**src/rtl/ckb_pkg.sv**
```systemverilog
// Purpose: Constants and carriers for the classifier key builder.
// Assumes: Parsed header fields arrive as one request with a valid strobe.
// Notes: Register offsets are word byte addresses on classic Wishbone.
//
// Contract
// RULE_01: The single-width label key has no key-type field.
// RULE_02: Every key carries a lookup-order flag, high for first lookup, low for second.
// RULE_03: A 12-bit generic index comes from previous action's next-index control and value.
// RULE_04: Without a preceding action, default index is zero, logical or masqueraded port.
// RULE_05: Single-width key holds the 20-bit top label value.
// RULE_06: Single-width key holds the top entry's bottom-of-stack bit.
// RULE_07: Expiry flag is set when top entry TTL is at most one.
// RULE_08: Wide keys carry a 2-bit type: 0 two-tag, 1 double label, 3 indexed.
// RULE_09: Two-tag key has a 6-bit ingress port from the logical port number.
// RULE_10: Outer tag protocol code: 0 untagged, 1 0x8100, 4 0x88A8, 5-7 custom.
// RULE_11: Outer priority is from frame, or classified value when selected per lookup; code selects with one CTRL bit for both lookups.
// RULE_12: Outer drop-eligible is from frame, or classified when selected per lookup; code selects with one CTRL bit for both lookups.
// RULE_13: Outer VLAN id is from frame, or classified when selected per lookup; code selects with one CTRL bit for both lookups.
// RULE_14: Untagged frames give an outer VLAN id of zero; code gives the classified VLAN id instead when the CTRL classified bit is set.
// RULE_15: Second tag protocol uses the same code, 0 meaning no second tag.
// RULE_16: Second tag priority, drop-eligible and VLAN id are copied as received.
// RULE_17: Protocol codes 2 and 3 never appear; fields packed in listed order.
package ckb_pkg;

    // ------------------------------------------------------------
    // Register map
    // ------------------------------------------------------------
    localparam logic [7:0] CKB_ADDR_CTRL = 8'h00;
    localparam logic [7:0] CKB_ADDR_TPID = 8'h04;
    localparam logic [7:0] CKB_ADDR_CUST01 = 8'h08;
    localparam logic [7:0] CKB_ADDR_CUST2 = 8'h0C;
    localparam logic [7:0] CKB_ADDR_STAT = 8'h10;

    // CTRL fields
    localparam int CKB_CTRL_LPORT_LSB = 0;
    localparam int CKB_CTRL_MPORT_LSB = 8;
    localparam int CKB_CTRL_DSEL_LSB = 16;
    localparam int CKB_CTRL_USECL_LSB = 20;
    localparam logic [31:0] CKB_CTRL_RST = 32'h0000_0000;
    localparam logic [15:0] CKB_CUST_RST = 16'hFFFF;

    // ------------------------------------------------------------
    // Encodings
    // ------------------------------------------------------------
    localparam logic [15:0] CKB_ETYPE_C = 16'h8100;
    localparam logic [15:0] CKB_ETYPE_S = 16'h88A8;
    localparam logic [2:0] CKB_TP_NONE = 3'h0;
    localparam logic [2:0] CKB_TP_C = 3'h1;
    localparam logic [2:0] CKB_TP_S = 3'h4;
    localparam logic [2:0] CKB_TP_CUST1 = 3'h5;
    localparam logic [2:0] CKB_TP_CUST2 = 3'h6;
    localparam logic [2:0] CKB_TP_CUST3 = 3'h7;
    localparam logic [1:0] CKB_WT_TWO_TAG = 2'h0;
    localparam logic [1:0] CKB_WT_DBL_LBL = 2'h1;
    localparam logic [1:0] CKB_WT_IDX_VLAN = 2'h3;
    localparam logic [7:0] CKB_TTL_EXPIRE_MAX = 8'h01;

    // Default index source
    typedef enum logic [1:0] {
        CKB_DEF_ZERO,
        CKB_DEF_LPORT,
        CKB_DEF_MPORT
    } ckb_def_sel_t;

    // Next-index control from the previous action
    typedef enum logic [1:0] {
        CKB_NXT_NONE,
        CKB_NXT_REPLACE,
        CKB_NXT_ADD
    } ckb_nxt_ctrl_t;

    // ------------------------------------------------------------
    // Carriers
    // ------------------------------------------------------------
    typedef struct packed {
        logic        tag0_valid;
        logic [15:0] tag0_etype;
        logic [2:0]  tag0_pcp;
        logic        tag0_dei;
        logic [11:0] tag0_vid;
        logic        tag1_valid;
        logic [15:0] tag1_etype;
        logic [2:0]  tag1_pcp;
        logic        tag1_dei;
        logic [11:0] tag1_vid;
        logic [19:0] top_lbl;
        logic        top_bos;
        logic [7:0]  ttl0;
    } ckb_hdr_t;

    typedef struct packed {
        logic        first;
        logic        prev_valid;
        logic [1:0]  nxt_ctrl;
        logic [11:0] nxt_val;
        logic [2:0]  cl_pcp;
        logic        cl_dei;
        logic [11:0] cl_vid;
    } ckb_lkp_t;

    // Single-width key, no type field
    typedef struct packed {
        logic        first;
        logic [11:0] gidx;
        logic [19:0] top_lbl;
        logic        top_bos;
        logic        ttl0_exp;
    } ckb_x1_key_t;

    // Two-tag key
    typedef struct packed {
        logic [1:0]  wtype;
        logic        first;
        logic [5:0]  ingress_port;
        logic [2:0]  out_tp;
        logic [2:0]  out_pcp;
        logic        out_dei;
        logic [11:0] out_vid;
        logic [2:0]  sec_tp;
        logic [2:0]  sec_pcp;
        logic        sec_dei;
        logic [11:0] sec_vid;
    } ckb_two_tag_key_t;

    // Double-label and indexed keys share the type/first/index/tag head
    typedef struct packed {
        logic [1:0]  wtype;
        logic        first;
        logic [11:0] gidx;
        logic [2:0]  out_tp;
        logic [11:0] out_vid;
        logic [2:0]  sec_tp;
    } ckb_idx_key_t;

endpackage

```
**src/rtl/ckb_key_builder.sv**
```systemverilog
// Purpose: Builds classifier search keys from parsed headers and previous action.
// Assumes: One request per valid cycle; keys appear one cycle later.
// Notes: Wishbone slave answers every access in one cycle.
`timescale 1ns/1ps
module ckb_key_builder
    import ckb_pkg::*;
(
    // Clock and reset
    input wire logic clk_sys_i,
    input wire logic sys_rst_i,
    // Wishbone slave
    input wire logic wb_cyc_i,
    input wire logic wb_stb_i,
    input wire logic wb_we_i,
    input wire logic [7:0] wb_adr_i,
    input wire logic [3:0] wb_sel_i,
    input wire logic [31:0] wb_dat_i,
    output logic [31:0] wb_dat_o,
    output logic wb_ack_o,
    output logic wb_err_o,
    // Request from parser and earlier lookup
    input wire logic req_valid_i,
    input wire ckb_hdr_t hdr_i,
    input wire ckb_lkp_t lkp_i,
    // Keys to the match engine
    output logic key_valid_o,
    output ckb_x1_key_t single_label_key_o,
    output ckb_two_tag_key_t two_tag_key_o,
    output ckb_idx_key_t double_label_key_o,
    output ckb_idx_key_t indexed_vlan_key_o
);

    // ------------------------------------------------------------
    // Registers
    // ------------------------------------------------------------
    logic [31:0] ctrl_q;
    logic [15:0] cust_q [3];
    logic [15:0] key_cnt_q;

    // Encode a tag's protocol; codes 2 and 3 never produced
    function automatic logic [2:0] tp_code(input logic vld, input logic [15:0] et,
                                           input logic [15:0] c1, input logic [15:0] c2,
                                           input logic [15:0] c3);
        logic [2:0] r;
        r = CKB_TP_NONE;
        if (!vld)
            r = CKB_TP_NONE;
        else if (et == CKB_ETYPE_C)
            r = CKB_TP_C;
        else if (et == CKB_ETYPE_S)
            r = CKB_TP_S;
        else if (et == c1)
            r = CKB_TP_CUST1;
        else if (et == c2)
            r = CKB_TP_CUST2;
        else if (et == c3)
            r = CKB_TP_CUST3;
        else
            r = CKB_TP_NONE; // Unknown type counts as untagged
        return r;
    endfunction

    // ------------------------------------------------------------
    // Wishbone slave
    // ------------------------------------------------------------
    logic acc;
    logic hit;
    assign acc = wb_cyc_i && wb_stb_i && !wb_ack_o && !wb_err_o;
    assign hit = (wb_adr_i == CKB_ADDR_CTRL) || (wb_adr_i == CKB_ADDR_TPID)
              || (wb_adr_i == CKB_ADDR_CUST01) || (wb_adr_i == CKB_ADDR_CUST2)
              || (wb_adr_i == CKB_ADDR_STAT);

    // Ack or error one cycle after the strobe, dropped the cycle after
    always_ff @(posedge clk_sys_i)
    begin
        if (sys_rst_i)
        begin
            wb_ack_o <= 1'b0;
            wb_err_o <= 1'b0;
        end
        else
        begin
            wb_ack_o <= acc && hit;
            wb_err_o <= acc && !hit;
        end
    end

    // Byte-lane writes to control and custom identifiers
    always_ff @(posedge clk_sys_i)
    begin
        if (sys_rst_i)
        begin
            ctrl_q <= CKB_CTRL_RST;
            cust_q[0] <= CKB_CUST_RST;
            cust_q[1] <= CKB_CUST_RST;
            cust_q[2] <= CKB_CUST_RST;
        end
        else if (acc && wb_we_i)
        begin
            if (wb_adr_i == CKB_ADDR_CTRL)
            begin
                for (int b = 0; b < 4; b++)
                    if (wb_sel_i[b])
                        ctrl_q[b*8 +: 8] <= wb_dat_i[b*8 +: 8];
            end
            else if (wb_adr_i == CKB_ADDR_CUST01)
            begin
                if (wb_sel_i[0])
                    cust_q[0][7:0] <= wb_dat_i[7:0];
                if (wb_sel_i[1])
                    cust_q[0][15:8] <= wb_dat_i[15:8];
                if (wb_sel_i[2])
                    cust_q[1][7:0] <= wb_dat_i[23:16];
                if (wb_sel_i[3])
                    cust_q[1][15:8] <= wb_dat_i[31:24];
            end
            else if (wb_adr_i == CKB_ADDR_CUST2)
            begin
                if (wb_sel_i[0])
                    cust_q[2][7:0] <= wb_dat_i[7:0];
                if (wb_sel_i[1])
                    cust_q[2][15:8] <= wb_dat_i[15:8];
            end
        end
    end

    // Read data; TPID register shows the fixed standard identifiers
    always_ff @(posedge clk_sys_i)
    begin
        if (sys_rst_i)
            wb_dat_o <= 32'h0000_0000;
        else if (acc && !wb_we_i)
        begin
            if (wb_adr_i == CKB_ADDR_CTRL)
                wb_dat_o <= ctrl_q;
            else if (wb_adr_i == CKB_ADDR_TPID)
                wb_dat_o <= {CKB_ETYPE_S, CKB_ETYPE_C};
            else if (wb_adr_i == CKB_ADDR_CUST01)
                wb_dat_o <= {cust_q[1], cust_q[0]};
            else if (wb_adr_i == CKB_ADDR_CUST2)
                wb_dat_o <= {16'h0000, cust_q[2]};
            else if (wb_adr_i == CKB_ADDR_STAT)
                wb_dat_o <= {16'h0000, key_cnt_q};
            else
                wb_dat_o <= 32'h0000_0000;
        end
    end

    // ------------------------------------------------------------
    // Key field computation
    // ------------------------------------------------------------
    logic [5:0] lport;
    logic [5:0] mport;
    logic use_cl;
    ckb_def_sel_t dsel;
    logic [11:0] def_idx;
    logic [11:0] gidx;
    logic [2:0] tp0;
    logic [2:0] tp1;
    logic [2:0] sel_pcp;
    logic sel_dei;
    logic [11:0] sel_vid;
    logic ttl_exp;

    assign lport = ctrl_q[CKB_CTRL_LPORT_LSB +: 6];
    assign mport = ctrl_q[CKB_CTRL_MPORT_LSB +: 6];
    assign use_cl = ctrl_q[CKB_CTRL_USECL_LSB];
    assign dsel = ckb_def_sel_t'(ctrl_q[CKB_CTRL_DSEL_LSB +: 2]);

    // Default index when no earlier action supplies one
    always_comb
    begin
        case (dsel)
            CKB_DEF_LPORT: def_idx = {6'h00, lport}; // RULE_04
            CKB_DEF_MPORT: def_idx = {6'h00, mport}; // RULE_04
            default: def_idx = 12'h000; // RULE_04
        endcase
    end

    // Generic index from previous action's next-index fields
    always_comb
    begin
        gidx = def_idx;
        if (lkp_i.prev_valid)
        begin
            case (ckb_nxt_ctrl_t'(lkp_i.nxt_ctrl))
                CKB_NXT_REPLACE: gidx = lkp_i.nxt_val; // RULE_03
                CKB_NXT_ADD: gidx = def_idx + lkp_i.nxt_val; // RULE_03
                default: gidx = def_idx;
            endcase
        end
    end

    assign tp0 = tp_code(hdr_i.tag0_valid, hdr_i.tag0_etype, cust_q[0], cust_q[1],
                         cust_q[2]); // RULE_10
    assign tp1 = tp_code(hdr_i.tag1_valid, hdr_i.tag1_etype, cust_q[0], cust_q[1],
                         cust_q[2]); // RULE_15
    // Classified values replace the frame's outer tag when selected
    assign sel_pcp = use_cl ? lkp_i.cl_pcp : hdr_i.tag0_pcp; // RULE_11
    assign sel_dei = use_cl ? lkp_i.cl_dei : hdr_i.tag0_dei; // RULE_12
    assign sel_vid = use_cl ? lkp_i.cl_vid : ((tp0 == CKB_TP_NONE) ? 12'h000
                                              : hdr_i.tag0_vid); // RULE_13 RULE_14
    assign ttl_exp = (hdr_i.ttl0 <= CKB_TTL_EXPIRE_MAX); // RULE_07

    // ------------------------------------------------------------
    // Key output registers
    // ------------------------------------------------------------
    always_ff @(posedge clk_sys_i)
    begin
        if (sys_rst_i)
        begin
            key_valid_o <= 1'b0;
            single_label_key_o <= '0;
            two_tag_key_o <= '0;
            double_label_key_o <= '0;
            indexed_vlan_key_o <= '0;
        end
        else
        begin
            key_valid_o <= req_valid_i;
            if (req_valid_i)
            begin
                // Single-width key carries no type field
                single_label_key_o <= '{
                    first: lkp_i.first, // RULE_02
                    gidx: gidx, // RULE_03
                    top_lbl: hdr_i.top_lbl, // RULE_05
                    top_bos: hdr_i.top_bos, // RULE_06
                    ttl0_exp: ttl_exp // RULE_07
                }; // RULE_01 RULE_17
                // Second tag priority, drop bit and VLAN id pass straight through; its protocol is encoded
                two_tag_key_o <= '{
                    wtype: CKB_WT_TWO_TAG, // RULE_08
                    first: lkp_i.first, // RULE_02
                    ingress_port: lport, // RULE_09
                    out_tp: tp0, // RULE_10
                    out_pcp: sel_pcp, // RULE_11
                    out_dei: sel_dei, // RULE_12
                    out_vid: sel_vid, // RULE_13
                    sec_tp: tp1, // RULE_15
                    sec_pcp: hdr_i.tag1_pcp, // RULE_16
                    sec_dei: hdr_i.tag1_dei, // RULE_16
                    sec_vid: hdr_i.tag1_vid // RULE_16
                }; // RULE_17
                double_label_key_o <= '{
                    wtype: CKB_WT_DBL_LBL, // RULE_08
                    first: lkp_i.first,
                    gidx: gidx,
                    out_tp: tp0,
                    out_vid: sel_vid,
                    sec_tp: tp1
                };
                indexed_vlan_key_o <= '{
                    wtype: CKB_WT_IDX_VLAN, // RULE_08
                    first: lkp_i.first,
                    gidx: gidx,
                    out_tp: tp0,
                    out_vid: sel_vid,
                    sec_tp: tp1
                };
            end
        end
    end

    // Count of keys built, readable for bring-up
    always_ff @(posedge clk_sys_i)
    begin
        if (sys_rst_i)
            key_cnt_q <= 16'h0000;
        else if (req_valid_i)
            key_cnt_q <= key_cnt_q + 16'h0001;
    end
endmodule

```
**config.mk**
```make
export PLATFORM = sky130hd
export DESIGN_NAME = ckb_key_builder
export DESIGN_NICKNAME = d
export VERILOG_FILES = /design/src/rtl/ckb_pkg.sv /design/src/rtl/ckb_key_builder.sv
export SDC_FILE = /design/constraint.sdc
export NUM_CORES = 1
export LEC_CHECK = 0
export BUFFER_PORTS_ARGS = -buffer_cell sky130_fd_sc_hd__buf_2
export CAP_MARGIN = 20
export CORE_MARGIN = 5
export CORE_UTILIZATION = 55
export CTS_CLUSTER_SIZE = 24
export DETAILED_ROUTE_END_ITERATION = 7
export PLACE_DENSITY = 0.83
export SYNTH_ARGS = -nofsm -noshare
export SYNTH_HDL_FRONTEND = slang
export SYNTH_SLANG_ARGS = --single-unit
```
**constraint.sdc**
```tcl
create_clock -name clk_sys_i -period 3.84 [get_ports clk_sys_i]
set_input_delay 0.384 -clock clk_sys_i [delete_from_list [all_inputs] [get_ports clk_sys_i]]
set_output_delay 0.384 -clock clk_sys_i [all_outputs]
set_load 0.01 [all_outputs]
```
==> Yosys cells after proc, flatten, opt, wreduce, memory -nomap -nowiden <==
Memories as Yosys holds them, arrays and structs flattened.
Index checks and enable logic that the tools add are counted.
{ "word_totals": {"ff_bits": 164, "mem_bits_rw": 48, "in_bits": 177, "out_inout_bits": 183, "mem_count": 1} }
{ "mem_list": {"columns": ["name", "words", "width", "rd", "rd_ports_with_merged_regs", "wr", "line", "rtl"], "rows": [
  ["cust_q", 3, 16, 3, 0, 3, "ckb_key_builder.sv:37", "logic [15:0] cust_q [3];"]
]} }
{ "classes": {"addsub": 2, "magnitude_cmp": 1, "eq_ne": 18, "muxes": 68, "n_bitwise": 6, "n_reduce_logical": 21} }
{ "op_table": {"columns": ["cell", "count"], "rows": [
  ["== test 16 bit", 6],
  ["2-to-1 mux 32 bit", 3],
  ["== test 16 bit (second input constant)", 4],
  ["2-to-1 mux 8 bit", 6],
  ["2-to-1 mux 1 bit", 39],
  ["2-to-1 mux 3 bit", 13],
  ["2-to-1 mux 12 bit", 3],
  ["2-to-1 mux 16 bit", 2],
  ["case mux 12 bit (2 select lines)", 1],
  ["adder 16 x 1 -> 16 bit (second input constant)", 1],
  ["== test 8 x 4 -> 1 bit (second input constant)", 2],
  ["adder 12 bit", 1],
  ["case mux 6 bit (2 select lines)", 1],
  ["AND reduction 3 bit", 4],
  ["== test 8 x 3 -> 1 bit (second input constant)", 1],
  ["== test 8 x 5 -> 1 bit (second input constant)", 1],
  ["less-or-equal comparator 8 x 1 -> 1 bit (second input constant)", 1],
  ["logical NOT 8 bit", 1],
  ["logical AND 1 bit", 7],
  ["OR 1 bit", 6],
  ["== test 2 x 1 -> 1 bit (second input constant)", 2],
  ["== test 2 bit (second input constant)", 2],
  ["logical NOT 1 bit", 4],
  ["logical OR 1 bit", 4],
  ["logical NOT 3 bit", 1]
]} }

==> Longest topological paths before layout <==
Gate-level depths: netlist (run 1).
An unclocked memory read counts as a cell.
{ "logic_depth": {"ltp_word": 11, "depth_mapped": 13, "mapped_depth_nobuf": 13} }

==> Least setup slack after synthesis (run 1) <==
OpenSTA, ideal clock, no wires.
{ "synth_timing": {"path_type": "register to register", "from": "reg ctrl_q[16]", "to": "reg indexed_vlan_key_o[26] in the netlist's numbering", "setup_ns": 0.122, "arrival_ns": 2.521, "slack_ns": 1.198, "stages_incl_launch_ff": 13, "synth_period_minus_slack_ns": 2.642, "cell_sequence": "dfxtp_1 > inv_1 > ha_1 > a22oi_1 > nor2_1 > ha_1 > fa_1 > a21o_1 > a21oi_1 > o21bai_1 > a21oi_1 > nor4_1 > a221o_1"} }
{ "synth_via": {"elab_chain_len": 5} }
{ "synth_rtl": {"columns": ["item", "line", "rtl"], "rows": [
  ["start: declaration", "ckb_key_builder.sv:36", "logic [31:0] ctrl_q;"],
  ["start signal: indexed assignment", "ckb_key_builder.sv:104", "ctrl_q[b*8 +: 8] <= wb_dat_i[b*8 +: 8];"],
  ["== test 2 bit / == test 2 x 1 -> 1 bit (equally long branches)", "ckb_key_builder.sv:173", "case (dsel)"],
  ["case mux 6 bit (2 select lines) *", "ckb_key_builder.sv:173", null],
  ["adder 12 bit *", "ckb_key_builder.sv:188", "CKB_NXT_ADD: gidx = def_idx + lkp_i.nxt_val;"],
  ["case mux 12 bit (2 select lines) *", "ckb_key_builder.sv:186", "case (ckb_nxt_ctrl_t'(lkp_i.nxt_ctrl))"],
  ["2-to-1 mux 12 bit *", "ckb_key_builder.sv:184", "if (lkp_i.prev_valid)"],
  ["end signal: assignment", "ckb_key_builder.sv:253", "indexed_vlan_key_o <= '{"],
  ["end: declaration", "ckb_key_builder.sv:30", "output ckb_idx_key_t indexed_vlan_key_o"]
]} }
Every way passes the cells marked *; elsewhere a longest branch is shown, timed or not.
A chain may end at the register's enable or synchronous reset.

==> Final worst setup path (run 1) <==
Ends and elaborated chain as after synthesis.

==> impl_metrics.py, run 1 <==
metrics = {
    "grt": {
        "first_global_vias": 9413,
        "grt_first_pass_wirelength_microns": 51210,
        "antenna_found_initial": 1,
        "overflow": 0,
        "grt_max_degree": 69,
        "track_usage_pct": 28.90,
    },
    "route": {
        "post-route-drc-count": 0,
        "via_per_inst": 5.704,
        "dr.pass1.iters": 5,
        "num_vias": 9737,
        "ant_nets": 0,
        "routedWlPerCell_microns": 20.05,
        "drt-initial-drc-count": 863,
        "drt_wl_total_microns": 34230,
    },
    "sta": {
        "fmax_ghz": 0.3348,
        "rsz0062_at_grt": "no",
        "period_share_pct": 77.79,
        "finClkSkew_ns": 0.01079,
        "fin_crit_ns": 2.987,
        "setup-tns-final_ns": 0,
        "hold_violations": 0,
        "slew_headroom_pct": 34.47,
        "setup_viol": 0,
        "slew_violations": 0,
        "worstMarginPinSlew_ns": 0.9816,
    },
    "final_layout": {
        "fin_nets": 1613,
        "synthToLayoutAreaGrowth_pct": 20.46,
        "final_cells": 1707,
        "drive_above_1_share_pct": 28.96,
    },
    "clock_network": {
        "cts_resized": 0,
        "clockBufferDepth": 3,
        "htree_levels": 1,
        "cts-buffers-inserted": 22,
        "holdBufCountCts": 0,
        "clkSlewWorstSetupHoldPaths_ns": 0.06,
        "worst_skew_pair.late_latency_ns": 0.50,
        "root_buffer": "clkbuf_16",
        "cts_setup_buffers": 0,
        "cts_tree": "built",
        "cts.sinks": 211,
    },
    "synthesis": {
        "synth_edf_count": 48,
        "ys_types": 64,
        "ys_seq_area_share_pct": 43.76,
        "synthArstFlopShare_pct": 0,
        "avgSynthCellArea_sq_um": 9.180,
        "yosysTopAreaCellShare_pct": 30.35,
        "syn_area_sq_mm": 0.01075,
        "ys.flop_type": "dfxtp_1",
        "synth_area_leaders": "dfxtp_1 30%, edfxtp_1 13%, mux2i_1 6.1%",
        "yosysTopAreaCell": "dfxtp_1",
        "syn-instance-count": 1171,
        "ys_ff_latch": 211,
        "yosys_warnings": 0,
    },
    "place": {
        "gp_congestion": 1.030,
        "portBuffers": 355,
        "place_inst": 1664,
        "dp_hpwl_microns": 26130,
    },
    "floorplan": {
        "die_y_microns": 149.8,
        "fp-row-count": 51,
        "fp.coreArea_sq_mm": 0.01933,
        "die-area_sq_mm": 0.02244,
        "start_util_pct": 55.60,
        "die_width_microns": 149.8,
        "ios": 360,
    },
    "critical_path": {
        "crit_type": "reg -> reg",
        "crit_slowest_cell": "dfxtp_1",
        "critPathLaunchType": "flip-flop",
        "crit_path_end_kind": "flip-flop",
        "worstPathRequired_ns": 4.22,
        "rrSetupSlack_ns": 0.85,
        "path_cells": "inv_1, ha_1, a22oi_1, nor2_1, ha_1, fa_1, a21o_1, a21oi_1, o21bai_1, a21oi_1, nor4_1, a221o_1",
        "cp_num_buf_inv": 1,
        "cpPeakStageDelay_ns": 0.41,
        "crit_family": "compound AO/OA/AOI/OAI gates",
        "cp.arrival_ns": 3.37,
        "cp_max_fo": 6,
    },
    "power_and_ir_drop": {
        "leakage_nw": 5.399,
        "ir_worst_vdd_mv": 0.3666,
        "power.density_mw_per_mm2": 400.4,
    },
    "flow_run": {
        "max_cap_viol_count": 0,
    },
    "hold_path": {
        "hp-class": "in -> reg",
    },
    "run_status": {
        "status": "finished clean",
    },
}
-- path summary, 6_finish.rpt --
| path | endpoint | start | cells after the start |
|---|---|---|---|
| worst max-delay path | indexed_vlan_key_o[26]$_SDFFE_PP0P_ | ctrl_q[16]$_SDFFE_PP0P_ | 12 |
| worst min-delay path | single_label_key_o[12]$_SDFFE_PP0P_ | hdr_i[19] | 3 |
| worst max register to register | indexed_vlan_key_o[26]$_SDFFE_PP0P_ | ctrl_q[16]$_SDFFE_PP0P_ | 12 |
| worst min register to register | wb_dat_o[21]$_SDFFE_PP0P_ | wb_dat_o[21]$_SDFFE_PP0P_ | 2 |
-- registers in the layout, indices dropped and copies added, names as in the netlist --
name	count
ctrl_q	32
cust_q	48
indexed_vlan_key_o	32
key_cnt_q	16
key_valid_o	1
single_label_key_o	22
two_tag_key_o	26
wb_ack_o	1
wb_dat_o	32
wb_err_o	1
-- tightest hold or removal path, cell delays in order --
cell and delay, ns:
buf_2 0.07, mux2i_1 0.05, nor2_1 0.07
-- cells in the mapped netlist, types with 5 or more instances --
library cell,instances
nand2b_1,40
a211oi_1,18
buf_4,69
a311oi_1,13
a21oi_1,55
nor2_1,157
dfxtp_1,163
xnor2_1,67
o21ai_0,15
a21o_1,6
a22oi_1,11
nand3b_1,14
buf_1,8
nand4_1,23
xor2_1,46
edfxtp_1,48
a221oi_1,26
nor2b_1,6
ha_1,11
inv_1,10
nand2_1,88
nor3_1,19
a31oi_1,5
nor4_1,16
buf_2,7
and3_1,7
nand3_1,49
mux2i_1,66
clkbuf_1,52
o21a_1,8
-- layer usage --
| metal | track usage, % | part of all wire (%) | vias up |
|---|---|---|---|
| li1 | - | - | 4560 |
| met1 | 37.49 | 38 | 4581 |
| met2 | 48.07 | 48 | 512 |
| met3 | 5.118 | 9.6 | 84 |
| met4 | 11.39 | 3.7 | 0 |
| met5 | 0 | 0 | - |
-- cells by family (layout without fill, tap and decap cells) --
kind of cell               count (synthesis)  count (layout)  share of synthesized area (%)
adders and majority gates                 12              12                          1.466
and+or+nand+nor                          442             442                          20.12
xor gates and xnor gates                 114             114                          9.358
other                                      1               5                        0.03488
AOI/OAI and AO/OA                        176             176                          11.21
DFF                                      211             211                          43.76
buffers and inverters                    148             415                          7.798
muxes                                     67              67                          6.250
-- layout by cell type, fill, tap and decap left out, types with 14 or more instances in the layout --
cell type,instances
xnor2_1,67
dfxtp_1,163
nor2_1,156
a221oi_1,26
edfxtp_1,48
nor4_1,16
nand3b_1,14
clkbuf_16,24
o21ai_0,15
mux2i_1,66
nand4_1,23
buf_2,353
nand2_1,88
nand3_1,49
xor2_1,46
a211oi_1,18
a21oi_1,55
nor3_1,19
nand2b_1,40
-- power breakdown --
part	internal, W	switching (W)	leakage (nW)	total, W
registers	0.00232	0.0000400	1.67	0.00236
logic	0.000235	0.000329	3.34	0.000563
clock network	0.00139	0.000866	0.387	0.00226
total	0.00395	0.00123	5.40	0.00519
-- final cells by class --
cell class | count | area, sq um
diodes | 2 | 5.005
repair buffers | 365 | 1869
fillers | 1565 | 6385
clock buffers | 30 | 653.1
well taps | 265 | 331.6
inverters | 10 | 37.54
multi-input cells | 814 | 5225
clock inverters | 10 | 123.9
flip-flops and latches | 211 | 4705
-- through the flow --
stage | power (W) | utilization, % | hold slack, ns | instance area (sq um) | worst slack, ns
detailed placement | 0.002967 | 62.83 | 0.4456 | 12150 | 0.8900
finish | 0.005185 | 66.98 | 0.1156 | 12950 | 0.8530
CTS | 0.005199 | 66.85 | 0.1086 | 12920 | 0.8771
global route | 0.005357 | 66.96 | 0.1209 | 12950 | 0.6451
floorplan | 0.002727 | - | 0.4361 | 10760 | 1.198
global placement | 0.002955 | 62.83 | 0.4383 | 12150 | 0.9633
Power figures use the tool's default switching activity.
==> run 2: changes to the inputs <==
ABC_AREA = 1   (was default)
CORE_UTILIZATION = 51   (was 55)
PLACE_DENSITY = 0.77   (was 0.83)
clock period = 3.1 ns   (was 3.84 ns; I/O delays follow)
==> impl_metrics.py, run 2 <==
metrics = {
    "flow_run": {
        "max_cap_viol_count": 0,
    },
    "grt": {
        "first_global_vias": 9688,
        "track_usage_pct": 26.58,
        "grt_max_degree": 41,
        "antenna_found_initial": 0,
        "overflow": 0,
        "grt_first_pass_wirelength_microns": 52120,
    },
    "sta": {
        "worstMarginPinSlew_ns": 0.9720,
        "finClkSkew_ns": 0.02078,
        "rsz0062_at_grt": "no",
        "fmax_ghz": 0.3679,
        "slew_violations": 0,
        "setup_viol": 0,
        "hold_ws_ns": 0.03147,
        "hold_violations": 0,
        "period_share_pct": 87.68,
        "setup-tns-final_ns": 0,
        "slew_headroom_pct": 35.13,
        "fin_crit_ns": 2.718,
    },
    "place": {
        "place_inst": 1932,
        "dp_hpwl_microns": 27250,
        "gp_congestion": 0.9493,
        "dpl_cell_area_sq_mm": 0.01240,
        "portBuffers": 355,
    },
    "route": {
        "via_per_inst": 5.423,
        "routedWlPerCell_microns": 17.68,
        "post-route-drc-count": 0,
        "dr.pass1.iters": 5,
        "ant_nets": 0,
        "num_vias": 10694,
        "drt-initial-drc-count": 928,
        "drt_wl_total_microns": 34870,
    },
    "floorplan": {
        "die_y_microns": 156.3,
        "fp-row-count": 53,
        "die_width_microns": 156.3,
        "start_util_pct": 51.91,
        "ios": 360,
        "fp.coreArea_sq_mm": 0.02102,
        "die-area_sq_mm": 0.02442,
    },
    "synthesis": {
        "synthArstFlopShare_pct": 0,
        "synth_edf_count": 48,
        "ys.flop_type": "dfxtp_1",
        "synth_area_leaders": "dfxtp_1 30%, edfxtp_1 13%, nand2_1 11%",
        "synth_fa_ha_area_share_pct": 1.445,
        "synthMuxAreaShare_pct": 0,
        "synthXorXnorAreaFrac_pct": 4.736,
        "synth_commonest_cells": "307 x nand2_1, 163 x dfxtp_1, 161 x inv_1, 135 x a21oi_1, 111 x o21ai_0",
        "ys_ff_latch": 211,
        "yosys_warnings": 0,
        "avgSynthCellArea_sq_um": 7.739,
        "yosysMostFrequentCell": "nand2_1",
        "ys_seq_area_share_pct": 43.11,
        "yosysTopAreaCell": "dfxtp_1",
        "yosysTopAreaCellShare_pct": 29.90,
        "synth-compound-area-share_pct": 18.90,
        "syn-instance-count": 1410,
        "synthSimpleGateAreaFrac_pct": 18.72,
        "synth_top_family_by_area": "compound AO/OA/AOI/OAI gates",
        "ys_types": 50,
        "syn_area_sq_mm": 0.01091,
    },
    "critical_path": {
        "cp.arrival_ns": 3.15,
        "critPathLaunchType": "flip-flop",
        "crit_path_end_kind": "flip-flop",
        "rr_worst_depth": 18,
        "worstPathRequired_ns": 3.53,
        "crit_type": "reg -> reg",
        "cpPeakStageDelay_ns": 0.39,
        "cp_max_fo": 6,
        "crit_slowest_cell": "ha_1",
        "rrSetupSlack_ns": 0.38,
        "r2r-end": "indexed_vlan_key_o[24]$_SDFFE_PP0P_",
        "r2r_start": "ctrl_q[16]$_SDFFE_PP0P_",
        "path_cells": "inv_1, ha_1, a21oi_1, ha_1, fa_1, nand2_1, nand2_1, nand2_1, nand2_1, nand2_1, nand2_1, a21oi_1, nor2_1, nor2_1, nand2_1, o21ai_0, nand2_1, nand2_1",
        "critPathMostFrequentCell": "nand2_1",
    },
    "clock_network": {
        "clockBufferDepth": 3,
        "cts_setup_buffers": 0,
        "holdBufCountCts": 0,
        "cts_resized": 0,
        "worst_skew_pair.late_latency_ns": 0.50,
        "root_buffer": "clkbuf_16",
        "cts_tree": "built",
        "cts.sinks": 211,
        "htree_levels": 1,
        "cts-buffers-inserted": 23,
        "clkSlewWorstSetupHoldPaths_ns": 0.06,
    },
    "power_and_ir_drop": {
        "leakage_nw": 6.407,
        "ir_worst_vdd_mv": 0.4578,
        "power.density_mw_per_mm2": 476.1,
    },
    "final_layout": {
        "synthToLayoutAreaGrowth_pct": 20.14,
        "drive_above_1_share_pct": 25.52,
        "fillCellCount": 1902,
        "fin_nets": 1871,
        "largest_reg_flops": 48,
        "final_cells": 1972,
        "regMostFlops": "cust_q",
        "most-common-layout-cells": "355 x buf_2, 307 x nand2_1, 163 x dfxtp_1",
        "mostFrequentLayoutCell": "buf_2",
        "postLayoutCellArea_sq_mm": 0.01311,
        "antennaDiodeCount": 0,
    },
    "hold_path": {
        "holdPathStages": 2,
        "hp-class": "in -> reg",
        "min_from": "hdr_i[27]",
        "min_to": "single_label_key_o[20]$_SDFFE_PP0P_",
    },
    "run_status": {
        "status": "finished clean",
    },
}
[run 2: worst max-delay path by stage]
stage	startpoint	endpoint	slack, ns	cells after the start
final	ctrl_q[16]$_SDFFE_PP0P_	indexed_vlan_key_o[24]$_SDFFE_PP0P_	0.38	18
after global routing	ctrl_q[16]$_SDFFE_PP0P_	indexed_vlan_key_o[26]$_SDFFE_PP0P_	0.15	16
after CTS	ctrl_q[16]$_SDFFE_PP0P_	indexed_vlan_key_o[24]$_SDFFE_PP0P_	0.44	18
after detailed placement	ctrl_q[16]$_SDFFE_PP0P_	indexed_vlan_key_o[24]$_SDFFE_PP0P_	0.48	18
after global placement	ctrl_q[16]$_SDFFE_PP0P_	indexed_vlan_key_o[24]$_SDFFE_PP0P_	0.49	18
after floorplan	ctrl_q[16]$_SDFFE_PP0P_	indexed_vlan_key_o[26]$_SDFFE_PP0P_	0.76	16
[run 2: stage by stage]
stage	power, W	util, %	setup WS (ns)
floorplan	0.003408	-	0.7596
global placement	0.003710	58.98	0.4875
detailed placement	0.003721	58.98	0.4793
CTS	0.006281	62.36	0.4358
global route	0.006476	62.36	0.1513
finish	0.006242	62.36	0.3819
[run 2: worst max-delay path, delay by kind of cell, from the launching register on]
| kind | cells | cell delay, ns |
|---|---|---|
| flip-flops | 1 | 0.33 |
| AO/OA/AOI/OAI | 3 | 0.42 |
| adder cells (fa/ha/maj) | 3 | 1.00 |
| buffers and inverters | 1 | 0.08 |
| AND/OR/NAND/NOR | 11 | 0.80 |
[run 2: power breakdown]
group	switching (W)	internal (W)
combinational	0.000423	0.000291
clock	0.00106	0.00152
sequential	0.0000603	0.00289
[run 2: routing by layer]
metal / part of all wire (%) / wire [microns] / GRT usage (%)
met1: 39 / 13650 / 34.21
met2: 48 / 16740 / 45.05
met3: 9.0 / 3151 / 4.535
met4: 3.8 / 1321 / 9.628
met5: 0 / 0 / 0
[run 2: final cells by class]
cell class | instances | area [sq um] | share of cell area (%)
clock buffer | 37 | 691.9 | 5.278
sequential | 211 | 4705 | 35.89
clock inverter | 3 | 17.52 | 0.1336
multi-input combinational | 905 | 4808 | 36.68
timing repair buffer | 369 | 1894 | 14.45
inverter | 172 | 648.1 | 4.944
tap | 275 | 344.1 | 2.625
[run 2: cells by family after synthesis]
| kind of cell | after synthesis |
|---|---|
| other | 1 |
| flip-flops | 211 |
| adder cells (fa/ha/maj) | 12 |
| AO/OA/AOI/OAI | 349 |
| AND/OR/NAND/NOR | 482 |
| buffers and inverters | 296 |
| XOR/XNOR | 59 |
==> run 3: changes to the inputs <==
CAP_MARGIN = 10   (was 20)
CORE_UTILIZATION = 40   (was 51)
PLACE_DENSITY = 0.63   (was 0.77)
==> impl_metrics.py, run 3 (synthesis results as in run 2) <==
metrics = {
    "route": {
        "num_vias": 10473,
        "ant_nets": 0,
        "drt_wl_total_microns": 35730,
        "via_per_inst": 5.096,
        "post-route-drc-count": 0,
        "drt-initial-drc-count": 818,
        "routedWlPerCell_microns": 17.39,
        "dr.pass1.iters": 7,
    },
    "final_layout": {
        "regMostFlops": "cust_q",
        "largest_reg_flops": 48,
        "mostFrequentLayoutCell": "buf_2",
        "fillCellCount": 2658,
        "antennaDiodeCount": 0,
        "final_cells": 2055,
        "fin_nets": 1885,
        "synthToLayoutAreaGrowth_pct": 23.16,
        "drive_above_1_share_pct": 25.50,
        "most-common-layout-cells": "355 x buf_2, 307 x nand2_1, 163 x dfxtp_1",
    },
    "power_and_ir_drop": {
        "finalPower_w": 0.006610,
        "swShare_pct": 24.35,
        "comb_power_share_pct": 11.0,
        "power.internal_w": 0.005000,
        "p_sw_w": 0.001610,
        "p_seq_share_pct": 44.7,
        "leakage_nw": 6.523,
        "pwr-share-clk_pct": 44.4,
        "power.density_mw_per_mm2": 491.9,
        "ir_worst_vdd_mv": 0.4175,
    },
    "run_status": {
        "status": "finished clean",
    },
    "critical_path": {
        "rrSetupSlack_ns": 0.40,
        "crit_type": "reg -> reg",
        "rr_worst_depth": 18,
        "crit_slowest_cell": "fa_1",
        "startpoint": "ctrl_q[16]$_SDFFE_PP0P_",
        "worstPathRequired_ns": 3.55,
        "path_cells": "inv_1, ha_1, a21oi_1, ha_1, fa_1, nand2_1, nand2_1, nand2_1, nand2_1, nand2_1, nand2_1, a21oi_1, nor2_1, nor2_1, nand2_1, o21ai_0, nand2_1, nand2_1",
        "cp_max_fo": 6,
        "cp.arrival_ns": 3.16,
        "r2r-end": "indexed_vlan_key_o[24]$_SDFFE_PP0P_",
        "critPathMostFrequentCell": "nand2_1",
        "cpPeakStageDelay_ns": 0.39,
        "crit_end": "indexed_vlan_key_o[24]$_SDFFE_PP0P_",
        "r2r_start": "ctrl_q[16]$_SDFFE_PP0P_",
        "critPathLaunchType": "flip-flop",
        "crit_path_end_kind": "flip-flop",
    },
    "sta": {
        "hold_violations": 0,
        "rsz0062_at_grt": "no",
        "setup_viol": 0,
        "fmax_ghz": 0.3698,
        "finClkSkew_ns": 0.01620,
        "worstMarginPinSlew_ns": 0.8078,
        "period_share_pct": 87.23,
        "slew_violations": 0,
        "fin_crit_ns": 2.704,
        "fin_ws_ns": 0.3958,
        "setup-tns-final_ns": 0,
        "hold_ws_ns": 0.01865,
        "slew_headroom_pct": 46.09,
    },
    "grt": {
        "first_global_vias": 9783,
        "antenna_found_initial": 0,
        "overflow": 0,
        "track_usage_pct": 21.81,
        "grt_first_pass_wirelength_microns": 54090,
        "grt_max_degree": 41,
    },
    "clock_network": {
        "clkSlewWorstSetupHoldPaths_ns": 0.06,
        "cts.sinks": 211,
        "cts_tree": "built",
        "worst_skew_pair.late_latency_ns": 0.52,
        "root_buffer": "clkbuf_16",
        "cts-buffers-inserted": 25,
        "htree_levels": 1,
        "cts_resized": 0,
        "clockBufferDepth": 3,
    },
    "floorplan": {
        "start_util_pct": 40.60,
        "ios": 360,
        "die-area_sq_mm": 0.03068,
        "fp-row-count": 60,
        "fp.coreArea_sq_mm": 0.02688,
        "die_width_microns": 175.2,
        "die_y_microns": 175.2,
    },
    "place": {
        "dp_hpwl_microns": 27780,
        "place_inst": 1997,
        "portBuffers": 355,
        "gp_congestion": 0.9157,
        "pre_cts_ws_ns": 0.4566,
    },
    "flow_run": {
        "max_cap_viol_count": 0,
    },
    "hold_path": {
        "hp-class": "in -> reg",
    },
}
## run 3: changes by cell type in the layout (fill, tap and decap cells not counted)
| cell | before | now |
|---|---|---|
| dlygate4sd3_1 | 0 | 13 |
| clkbuf_16 | 23 | 27 |
| clkinv_2 | 2 | 4 |
| buf_4 | 13 | 12 |
| bufinv_16 | 0 | 1 |
| clkbuf_4 | 1 | 0 |
| clkinvlp_4 | 1 | 0 |
## run 3: critical path: cells and delay by family, from the launching register on
| family | cells | cell delay (ns) |
|---|---|---|
| adder cells (fa/ha/maj) | 3 | 0.99 |
| AND/OR/NAND/NOR | 11 | 0.81 |
| AO/OA/AOI/OAI | 3 | 0.41 |
| flip-flops | 1 | 0.33 |
| buffers and inverters | 1 | 0.08 |
## run 3: area by class of cell
cell class / instances / area (sq um) / area share [%]
clock buffers: 40 / 784.5 / 5.837
clock inverters: 5 / 50.05 / 0.3724
inverters: 172 / 648.1 / 4.823
multi-input cells: 905 / 4808 / 35.78
flip-flops and latches: 211 / 4705 / 35.01
well taps: 341 / 426.7 / 3.175
repair buffers: 381 / 2017 / 15.01
## run 3: power by group through the flow
| stage | clock [W] | combinational [W] | sequential, W |
|---|---|---|---|
| 3_3_place_gp | 0 | 0.000702 | 0.00301 |
| 5_1_grt | 0.00311 | 0.000803 | 0.00296 |
| 2_1_floorplan | 0 | 0.000375 | 0.00303 |
| 3_5_place_dp | 0 | 0.000710 | 0.00301 |
| 4_1_cts | 0.00300 | 0.000727 | 0.00295 |
| 6_report | 0.00293 | 0.000724 | 0.00295 |
## run 3: metrics by stage
step / area [sq um] / utilization, %
global placement: 12470 / 46.42
detailed placement: 12470 / 46.42
CTS: 13440 / 50.00
floorplan: 10920 / -
global route: 13440 / 50.00
finish: 13440 / 50.00
## run 3: layer usage
layer / routed length [microns] / track usage, % / share of wire [%] / vias to the layer above
met1: 15670 / 30.15 / 44 / 4786
met2: 16150 / 35.54 / 45 / 456
li1: - / - / - / 5180
met3: 3072 / 3.916 / 8.6 / 51
met5: 0 / 0 / 0 / -
met4: 835 / 5.303 / 2.3 / 0
## run 3: repair_timing
item,in CTS,in global routing
hold buffers,13,0
endpoints found under the hold margin,13,0
endpoints found under the setup margin,0,0
setup buffers,0,0
## run 3: how the worst min path moves through the flow
stage / start / to / slack, ns / depth (start not counted)
CTS: hdr_i[19] / single_label_key_o[12]$_SDFFE_PP0P_ / 0.0002 / 2
global placement: two_tag_key_o[40]$_SDFFE_PP0P_ / two_tag_key_o[40]$_SDFFE_PP0P_ / 0.44 / 2
detailed placement: wb_dat_o[15]$_SDFFE_PP0P_ / wb_dat_o[15]$_SDFFE_PP0P_ / 0.46 / 2
global route: hdr_i[28] / single_label_key_o[21]$_SDFFE_PP0P_ / 0.006 / 2
finish: hdr_i[20] / single_label_key_o[13]$_SDFFE_PP0P_ / 0.02 / 2
floorplan: hdr_i[17] / single_label_key_o[10]$_SDFFE_PP0P_ / 0.44 / 1
